### config.mk
export PLATFORM = sky130hd
export DESIGN_NAME = link_error_code_logger
export DESIGN_NICKNAME = d
export VERILOG_FILES = /design/src/common/link_err_pkg.sv /design/src/common/err_rec_if.sv /design/src/core/err_history.sv /design/src/core/link_error_code_logger.sv
export SDC_FILE = /design/constraint.sdc
export NUM_CORES = 1
export LEC_CHECK = 0
export BUFFER_PORTS_ARGS = -buffer_cell sky130_fd_sc_hd__buf_2
export CAP_MARGIN = 20
export CORE_UTILIZATION = 45
export DETAILED_ROUTE_END_ITERATION = 16
export PLACE_DENSITY = 0.71
export SLEW_MARGIN = 20
export SYNTH_ARGS = -nofsm -noshare
export SYNTH_HDL_FRONTEND = slang
export SYNTH_SLANG_ARGS = --single-unit
export TNS_END_PERCENT = 5
### constraint.sdc
create_clock -name i_core_clk -period 9.2 [get_ports i_core_clk]
set_clock_uncertainty 0.2 [all_clocks]
set_input_delay 1.84 -clock i_core_clk [delete_from_list [all_inputs] [get_ports i_core_clk]]
set_output_delay 1.84 -clock i_core_clk [all_outputs]
set_load 0.005 [all_outputs]
### src/common/link_err_pkg.sv
`default_nettype none
package link_err_pkg;
  // error classes
  localparam logic [7:0]  CLASS_HW_FAULT      = 8'h84;
  localparam logic [7:0]  CLASS_LINK_SEQ      = 8'h86;
  localparam logic [7:0]  CLASS_PARAM_BAD     = 8'h89;
  // first word of a normal-sequence station error: 10, station, 4
  localparam logic [7:0]  WORD0_SEQ_HIGH      = 8'h10;
  localparam logic [3:0]  WORD0_NORMAL_SEQ    = 4'h4;
  localparam logic [15:0] WORD0_NO_MASTER     = 16'h1007;
  // detail words
  localparam logic [15:0] DETAIL_HPAR_ERR     = 16'h0000;
  localparam logic [15:0] DETAIL_HPAR_MISSING = 16'h00E6;
  localparam logic [15:0] DETAIL_VPAR_ERR     = 16'h00E8;
  localparam logic [15:0] DETAIL_NO_MASTER    = 16'h00E4;
  localparam logic [15:0] WORD_NONE           = 16'h0000;
  // station 1 reports as address 62, one more per station
  localparam logic [7:0]  STATION_ADDR_FIRST  = 8'h62;
  localparam logic [3:0]  STATION_LAST        = 4'hF;
  // history depth and reset fill
  localparam int          HIST_DEPTH          = 8;
  localparam logic [3:0]  HIST_COUNT_RESET    = 4'h0;

  // one stored error record
  typedef struct packed {
    logic [7:0]  class_code;          // 84, 86 or 89
    logic [3:0]  link_code;           // odd hex digit for link 1..8
    logic [15:0] error_record_word0;  // first word
    logic [15:0] error_detail_word;   // detail word
    logic [15:0] error_station_word;  // station address in low byte
  } record_t;

  localparam record_t RECORD_EMPTY = '0;
endpackage
`default_nettype wire

### src/common/err_rec_if.sv
`default_nettype none
interface err_rec_if;
  logic                    push;    // one-cycle: store rec
  link_err_pkg::record_t   rec;     // record to store
  logic [2:0]              rd_idx;  // 0 = newest
  link_err_pkg::record_t   rd_rec;  // registered read data
  logic [3:0]              count;   // entries held

  modport writer (output push, output rec, output rd_idx, input rd_rec, input count);
  modport store  (input push, input rec, input rd_idx, output rd_rec, output count);
endinterface
`default_nettype wire

### src/core/err_history.sv
`default_nettype none
module err_history #(
  parameter int DEPTH = link_err_pkg::HIST_DEPTH
) (
  input  wire logic  i_core_clk,
  input  wire logic  i_sys_rst,
  err_rec_if.store   hist
);
  // the read index and count are sized for at most eight entries
  if (DEPTH < 2 || DEPTH > 8)
  begin : g_depth_check
    $error("err_history: DEPTH must be 2..8");
  end

  link_err_pkg::record_t entry [DEPTH];  // entry 0 is newest
  logic [3:0]            next_count;     // saturating fill level
  logic                  rd_in_range;    // index points at a held entry

  assign next_count  = (hist.count == 4'(DEPTH)) ? hist.count : 4'(hist.count + 4'h1);
  assign rd_in_range = {1'b0, hist.rd_idx} < hist.count;

  // shift stages: each push moves every entry one older
  for (genvar i = 0; i < DEPTH; i++)
  begin : g_stage
    always_ff @(posedge i_core_clk)
    begin
      if (i_sys_rst)
        entry[i] <= link_err_pkg::RECORD_EMPTY;
      else if (hist.push)
        entry[i] <= (i == 0) ? hist.rec : entry[(i == 0) ? 0 : i - 1];
    end
  end

  // fill level and registered read port
  always_ff @(posedge i_core_clk)
  begin
    if (i_sys_rst)
    begin
      hist.count  <= link_err_pkg::HIST_COUNT_RESET;
      hist.rd_rec <= link_err_pkg::RECORD_EMPTY;
    end
    else
    begin
      if (hist.push)
        hist.count <= next_count;
      // unfilled slots read as zero
      hist.rd_rec <= rd_in_range ? entry[hist.rd_idx] : link_err_pkg::RECORD_EMPTY;
    end
  end

  // ninth error: oldest falls out, newer ones move down
  oldest_drop_a: assert property (@(posedge i_core_clk) disable iff (i_sys_rst)
    hist.push && hist.count == 4'(DEPTH)
    |=> hist.count == 4'(DEPTH) && entry[DEPTH-1] == $past(entry[DEPTH-2]))
    else $error("full history did not drop its oldest entry");
endmodule
`default_nettype wire

### src/core/link_error_code_logger.sv
// Operation
// - link 1..8 coded as odd hex digit
// - stations 1..15 reported as addresses 62..70
// - horizontal parity error logs class 86, 10*4
// - missing horizontal parity logs detail 00E6
// - slave without master data logs 1007/00E4
// - module or processor interface fault logs 84
// - inconsistent link parameter logs class 89
// - eight-deep shifting history of error records
// - separated station failing logs nothing
// - vertical parity error logs detail 00E8
`default_nettype none
module link_error_code_logger (
  input  wire logic         i_core_clk,         // system clock
  input  wire logic         i_sys_rst,          // synchronous, active high
  input  wire logic [2:0]   i_link_no,          // link number minus one
  input  wire logic [3:0]   i_station,          // failing station 1..15
  input  wire logic [14:0]  i_separated,        // bit n-1: station n separated
  input  wire logic         i_hpar_err,         // master: horizontal parity mismatch
  input  wire logic         i_hpar_missing,     // master: no horizontal parity data
  input  wire logic         i_vpar_err,         // master: vertical parity error
  input  wire logic         i_no_master_data,   // slave: no normal data from master
  input  wire logic         i_hw_fault,         // module or interface fault
  input  wire logic         i_param_bad,        // inconsistent link parameter
  input  wire logic [2:0]   i_rd_idx,           // history index, 0 newest
  output logic              o_log_stb,          // one cycle per stored record
  output logic [7:0]        o_last_class,       // class of newest record
  output logic [3:0]        o_last_link_code,   // link code of newest record
  output logic [15:0]       o_last_word0,       // newest first word
  output logic [15:0]       o_last_detail,      // newest detail word
  output logic [15:0]       o_last_station,     // newest station word
  output logic [14:0]       o_station_off,      // communication data held off
  output logic [3:0]        o_hist_count,       // entries in history
  output logic [7:0]        o_rd_class,         // read port: class
  output logic [3:0]        o_rd_link_code,     // read port: link code
  output logic [15:0]       o_rd_word0,         // read port: first word
  output logic [15:0]       o_rd_detail,        // read port: detail word
  output logic [15:0]       o_rd_station        // read port: station word
);
  err_rec_if hist ();  // carrier to the history store

  // station decode
  logic        station_ok;     // station number in 1..15
  logic        station_sep;    // failing station is separated
  logic        station_live;   // station errors may be logged
  logic [7:0]  station_addr;   // reported station address
  logic [3:0]  link_code;      // odd digit for the link
  logic [15:0] word0_normal;   // 10, station, 4
  logic [15:0] station_word;   // address in the low byte

  assign station_ok   = i_station != 4'h0;
  assign station_sep  = station_ok && i_separated[3'(0) + 4'(i_station - 4'h1)];
  assign station_live = station_ok && !station_sep;
  assign station_addr = 8'(link_err_pkg::STATION_ADDR_FIRST + {4'h0, i_station} - 8'h01);
  assign link_code    = {i_link_no, 1'b1};
  assign word0_normal = {link_err_pkg::WORD0_SEQ_HIGH, i_station,
                         link_err_pkg::WORD0_NORMAL_SEQ};
  assign station_word = {8'h00, station_addr};

  // event qualification, highest priority first
  logic take_hw;       // hardware fault
  logic take_param;    // parameter fault
  logic take_vpar;     // vertical parity
  logic take_hpar;     // horizontal parity mismatch
  logic take_hmiss;    // horizontal parity missing
  logic take_nomst;    // slave saw no master data
  logic log_now;       // a record is formed this cycle

  assign take_hw    = i_hw_fault;
  assign take_param = !take_hw && i_param_bad;
  assign take_vpar  = !take_hw && !take_param && i_vpar_err && station_live;
  assign take_hpar  = !take_hw && !take_param && !i_vpar_err && i_hpar_err
                      && station_live;
  assign take_hmiss = !take_hw && !take_param && !i_vpar_err && !i_hpar_err
                      && i_hpar_missing && station_live;
  assign take_nomst = !take_hw && !take_param && !take_vpar && !take_hpar
                      && !take_hmiss && i_no_master_data;
  assign log_now    = take_hw | take_param | take_vpar | take_hpar | take_hmiss | take_nomst;

  // record assembly
  link_err_pkg::record_t next_rec;  // record for this cycle's event
  logic                  seq_err;   // any station sequence error

  assign seq_err = take_vpar | take_hpar | take_hmiss;

  assign next_rec.link_code  = link_code;
  assign next_rec.class_code =
      take_hw    ? link_err_pkg::CLASS_HW_FAULT :
      take_param ? link_err_pkg::CLASS_PARAM_BAD :
                   link_err_pkg::CLASS_LINK_SEQ;
  assign next_rec.error_record_word0 =
      seq_err    ? word0_normal :
      take_nomst ? link_err_pkg::WORD0_NO_MASTER :
                   link_err_pkg::WORD_NONE;
  assign next_rec.error_detail_word =
      take_vpar  ? link_err_pkg::DETAIL_VPAR_ERR :
      take_hpar  ? link_err_pkg::DETAIL_HPAR_ERR :
      take_hmiss ? link_err_pkg::DETAIL_HPAR_MISSING :
      take_nomst ? link_err_pkg::DETAIL_NO_MASTER :
                   link_err_pkg::WORD_NONE;
  assign next_rec.error_station_word = seq_err ? station_word : link_err_pkg::WORD_NONE;

  // hand the record to the history
  assign hist.push   = log_now;
  assign hist.rec    = next_rec;
  assign hist.rd_idx = i_rd_idx;

  err_history #(
    .DEPTH (link_err_pkg::HIST_DEPTH)
  ) u_history (
    .i_core_clk (i_core_clk),
    .i_sys_rst  (i_sys_rst),
    .hist       (hist.store)
  );

  // newest-record outputs
  always_ff @(posedge i_core_clk)
  begin
    if (i_sys_rst)
    begin
      o_log_stb        <= 1'b0;
      o_last_class     <= 8'h00;
      o_last_link_code <= 4'h0;
      o_last_word0     <= 16'h0000;
      o_last_detail    <= 16'h0000;
      o_last_station   <= 16'h0000;
    end
    else
    begin
      o_log_stb <= log_now;
      // hold the previous record when nothing is logged
      if (log_now)
      begin
        o_last_class     <= next_rec.class_code;
        o_last_link_code <= next_rec.link_code;
        o_last_word0     <= next_rec.error_record_word0;
        o_last_detail    <= next_rec.error_detail_word;
        o_last_station   <= next_rec.error_station_word;
      end
    end
  end

  // separated stations keep their data off
  always_ff @(posedge i_core_clk)
  begin
    if (i_sys_rst)
      o_station_off <= 15'h0000;
    else
      o_station_off <= i_separated;
  end

  // history flops are passed straight out
  assign o_hist_count   = hist.count;
  assign o_rd_class     = hist.rd_rec.class_code;
  assign o_rd_link_code = hist.rd_rec.link_code;
  assign o_rd_word0     = hist.rd_rec.error_record_word0;
  assign o_rd_detail    = hist.rd_rec.error_detail_word;
  assign o_rd_station   = hist.rd_rec.error_station_word;

  // checks
  link_code_map_a: assert property (@(posedge i_core_clk) disable iff (i_sys_rst)
    log_now |=> o_log_stb && o_last_link_code == {$past(i_link_no), 1'b1}
                && o_last_link_code[0])
    else $error("link code is not the odd digit of the link");

  station_addr_map_a: assert property (@(posedge i_core_clk) disable iff (i_sys_rst)
    seq_err |=> o_last_station[7:0] == 8'(8'h61 + {4'h0, $past(i_station)})
                && o_last_station[15:8] == 8'h00)
    else $error("station address does not follow the station number");

  hpar_record_a: assert property (@(posedge i_core_clk) disable iff (i_sys_rst)
    i_hpar_err && station_live && !i_hw_fault && !i_param_bad && !i_vpar_err
    |=> o_log_stb && o_last_class == 8'h86
        && o_last_word0 == {8'h10, $past(i_station), 4'h4} && o_last_detail == 16'h0000)
    else $error("horizontal parity record malformed");

  hpar_missing_a: assert property (@(posedge i_core_clk) disable iff (i_sys_rst)
    take_hmiss |=> o_last_class == 8'h86 && o_last_detail == 16'h00E6
                   && o_last_station[7:0] == $past(station_addr))
    else $error("missing parity record malformed");

  no_master_a: assert property (@(posedge i_core_clk) disable iff (i_sys_rst)
    i_no_master_data && !i_hw_fault && !i_param_bad && !seq_err
    |=> o_log_stb && o_last_class == 8'h86 && o_last_word0 == 16'h1007
        && o_last_detail == 16'h00E4)
    else $error("no-master-data record malformed");

  hw_fault_a: assert property (@(posedge i_core_clk) disable iff (i_sys_rst)
    i_hw_fault |=> o_log_stb && o_last_class == 8'h84)
    else $error("hardware fault not logged as 84");

  param_bad_a: assert property (@(posedge i_core_clk) disable iff (i_sys_rst)
    i_param_bad && !i_hw_fault |=> o_log_stb && o_last_class == 8'h89)
    else $error("parameter fault not logged as 89");

  hist_fill_a: assert property (@(posedge i_core_clk) disable iff (i_sys_rst)
    o_log_stb |-> o_hist_count == (($past(o_hist_count) == 4'h8) ? 4'h8
                                   : 4'($past(o_hist_count) + 4'h1)))
    else $error("history count did not advance with a record");

  sep_quiet_a: assert property (@(posedge i_core_clk) disable iff (i_sys_rst)
    station_sep && !i_hw_fault && !i_param_bad && !i_no_master_data
    |=> !o_log_stb && $stable(o_hist_count))
    else $error("separated station produced an error record");

  vpar_record_a: assert property (@(posedge i_core_clk) disable iff (i_sys_rst)
    take_vpar |=> o_last_class == 8'h86 && o_last_detail == 16'h00E8
                  && o_last_word0[3:0] == 4'h4)
    else $error("vertical parity record malformed");

  // off mask follows the separated stations one cycle later
  station_off_a: assert property (@(posedge i_core_clk) disable iff (i_sys_rst)
    1'b1 |=> o_station_off == $past(i_separated))
    else $error("separated stations not held off");

  // no event: no strobe, history and newest record untouched
  idle_hold_a: assert property (@(posedge i_core_clk) disable iff (i_sys_rst)
    !log_now |=> !o_log_stb && $stable(o_hist_count) && $stable(o_last_word0)
                 && $stable(o_last_class))
    else $error("history or newest record changed without an event");

  // fill level never passes the history depth
  hist_bound_a: assert property (@(posedge i_core_clk) disable iff (i_sys_rst)
    o_hist_count <= 4'h8)
    else $error("history holds more than eight entries");
endmodule
`default_nettype wire

==> reports/qor.yml <==
cp-start-kind: "primary input"
fp.dieH_um: 165
max-slew-margin-rel_pct: 33.8
cts_root_buf: "clkbuf_16"
holdBufCountCts: 0
cp.required_ns: 9.15
drive_above_1_share_pct: 33.7
synth_warnings: 0
clock-sinks: 250
ctsResizeCount: 0
powerDensity_nw_per_um2: 193
final.period_utilization_pct: 67.6
cp_slowest_cell: "nand2_4"
ios: 173
max_freq_ghz: 0.161
hold_path.class: "reg -> reg"
crit_type: "in -> reg"
antenna_found_initial: 0
finalSetupViolations: 0
track_usage_pct: 16.0
core_area_um2: 26100
htree_levels: 1
peakVddDrop_mv: 0.154
avgRoutedWirePerCell_um: 17.3
vias: 6692
syn_to_final_growth_pct: 10.7
grt_max_degree: 171
via_per_inst: 5.29
numCtsBuffers: 27
nNetsFinal: 949
drc_errors: 16
period_needed_ns: 6.22
die_w_um: 165
worstPathArrival_ns: 6.18
drt-initial-drc-count: 587
gr-total-overflow: 0
postCtsSetupBuffers: 0
first_pass_iters: 12
path_cells: "buf_2 > inv_1 > ha_1 > mux2_2 > o311a_1 > a22oi_1 > o21a_1 > a21oi_1 > nand2_4 > buf_4"
cts_tree: "built"
grt_pass1_wl_um: 34500
worstSkewPairLatency_ns: 0.52
rsz0062_at_grt: "false"
async_reset_ff_share_pct: 0
portBuffers: 112
ys.flop_type: "edfxtp_1"
synth_edf_count: 184
clockBufferDepth: 3
drv_cap: 0
worstPathMaxFanout: 64
finish.instance_area_um2: 13300
worstMarginPinSlew_ns: 0.993
total_power_w: 0.00256
ys_types: 49
fin_tns_setup_ns: 0
avgSynthCellArea_um2: 14.3
critPathCaptureType: "flop"
dp_hpwl_um: 13000
hold_viol: 0
violations: "design-rule violations"
status: "complete, but fails checks"
drt_wl_total_um: 21900
clkSlewWorstSetupHoldPaths_ns: 0.06
fill_cells: 2234
dpl_cell_area_um2: 12400
leakage_nw: 5.34
dieArea_um2: 27300
slew_viol_final: 0
ant_nets: 0
rows: 59
seq_area_frac_synth_pct: 57.0
synth_area_um2: 12000
ys_ff_latch: 250
crit_path_max_incr_delay_ns: 0.75
grt_pass1_vias: 6374
syn_inst: 842
start_util_pct: 45.9
diodes: 0
gp_congestion: 0.877
-- where the power goes --
group / internal (W) / switching, W / leakage, nW
sequential: 0.00127 / 0.0000274 / 2.75
combinational: 0.0000942 / 0.000127 / 2.17
clock: 0.000622 / 0.000428 / 0.419
-- per-layer routing --
metal	vias to the layer above	GRT usage, %	wire length [um]
met5	-	0	0
met1	3303	24.7	10400
li1	3124	-	-
met4	0	3.76	440
met2	231	22.8	9440
met3	34	3.42	1560
-- cells in the mapped netlist (3+ instances only) --
master	number	share of area, %
nand3_1	15	0.63
edfxtp_1	184	46
buf_1	7	0.22
a21oi_1	20	0.83
nor2b_1	29	1.5
nor3b_1	68	4.3
clkbuf_1	43	1.3
nand2b_1	12	0.63
or3_1	3	0.16
o211ai_1	3	0.19
inv_1	13	0.41
buf_4	76	4.8
mux4_2	48	9.0
mux2_2	4	0.38
buf_2	6	0.25
buf_6	10	0.94
and3_1	6	0.31
mux2i_1	28	2.3
a31o_2	3	0.22
nor2_1	44	1.4
nor3_1	7	0.29
nor3b_2	94	9.8
o21ai_0	12	0.50
ha_1	6	0.63
dfxtp_1	66	11
nand2_1	9	0.28
-- cell families (layout without fill, tap and decap cells) --
group           count (synthesis)  after routing  share of synthesized area (%)
other cells                     1             60                         0.0312
mux                            80             80                           11.7
compound gates                 54             54                           2.85
buf+inv                       155            184                           7.91
xor+xnor                        4              4                          0.292
simple gates                  292            292                           19.5
flops                         250            250                           57.0
fa+ha+maj                       6              6                          0.626
-- state kept, by name (all words and copies together), names as in the netlist --
name and flops:
o_last_word0 6, u_history.hist.count 4, o_last_station 6, o_station_off 15
o_last_link_code 4, o_last_detail 4, u_history.entry 184, u_history.hist.rd_rec 23
o_log_stb 1, o_last_class 3
-- final cells by class --
class                   instances  area, um^2  share of cell area [%]
clock inverters                17         163                    1.22
multi-input cells             496        4450                    33.5
flip-flops and latches        250        6850                    51.5
inverters                      13        48.8                   0.367
repair buffers                122         667                    5.02
well taps                     335         419                    3.16
clock buffers                  32         694                    5.23
-- critical path, delay by kind of cell --
family / cells / cell delay [ns]
AOI/OAI and AO/OA: 4 / 1.59
buffers and inverters: 3 / 1.01
and+or+nand+nor: 1 / 0.75
adders and majority gates: 1 / 0.51
muxes: 1 / 0.40
-- stage by stage --
| stage | std cells | setup slack (ns) | utilization, % | hold slack (ns) |
|---|---|---|---|---|
| after floorplan | 901 | 0.543 | - | 0.242 |
| after global placement | 1216 | 2.56 | 47.6 | 0.232 |
| after detailed placement | 1216 | 2.43 | 47.6 | 0.238 |
| after CTS | 1265 | 2.99 | 50.8 | 0.247 |
| after global routing | 1265 | 2.68 | 50.8 | 0.277 |
| final | 1265 | 2.98 | 50.8 | 0.243 |
-- path summary, 6_finish.rpt --
path | from | endpoint | slack, ns | cells after the start
max | i_station[0] | u_history.entry[7][18] | 2.98 | 10
min | o_last_detail[2] | o_last_detail[2] | 0.24 | 2
max reg2reg | u_history.hist.count[0] | u_history.hist.count[0] | 7.17 | 8
min reg2reg | o_last_detail[2] | o_last_detail[2] | 0.24 | 2
-- cell usage in the layout, fill, tap and decap left out, types with 2 or more instances in the layout --
cell type and count:
nor2b_1 29, dfxtp_1 66, nor3b_1 68, bufinv_16 3, edfxtp_1 184, nand3_1 15
a21oi_1 20, mux2_2 4, inv_1 13, buf_2 111, nand2_1 8, clkinv_2 5
ha_1 6, a31o_2 3, xnor2_1 2, o21ai_0 12, clkbuf_16 27, o211ai_1 3
mux4_2 48, buf_12 2, conb_1 60, clkinv_1 6, or3_1 3, nor3b_2 94
buf_4 8, nor3_1 7, o31a_1 2, nand2b_1 12, mux2i_1 28, xor2_1 2
nor2_1 44, and3_1 6, clkbuf_1 5
No activity file was read; power rests on OpenSTA's default activity.
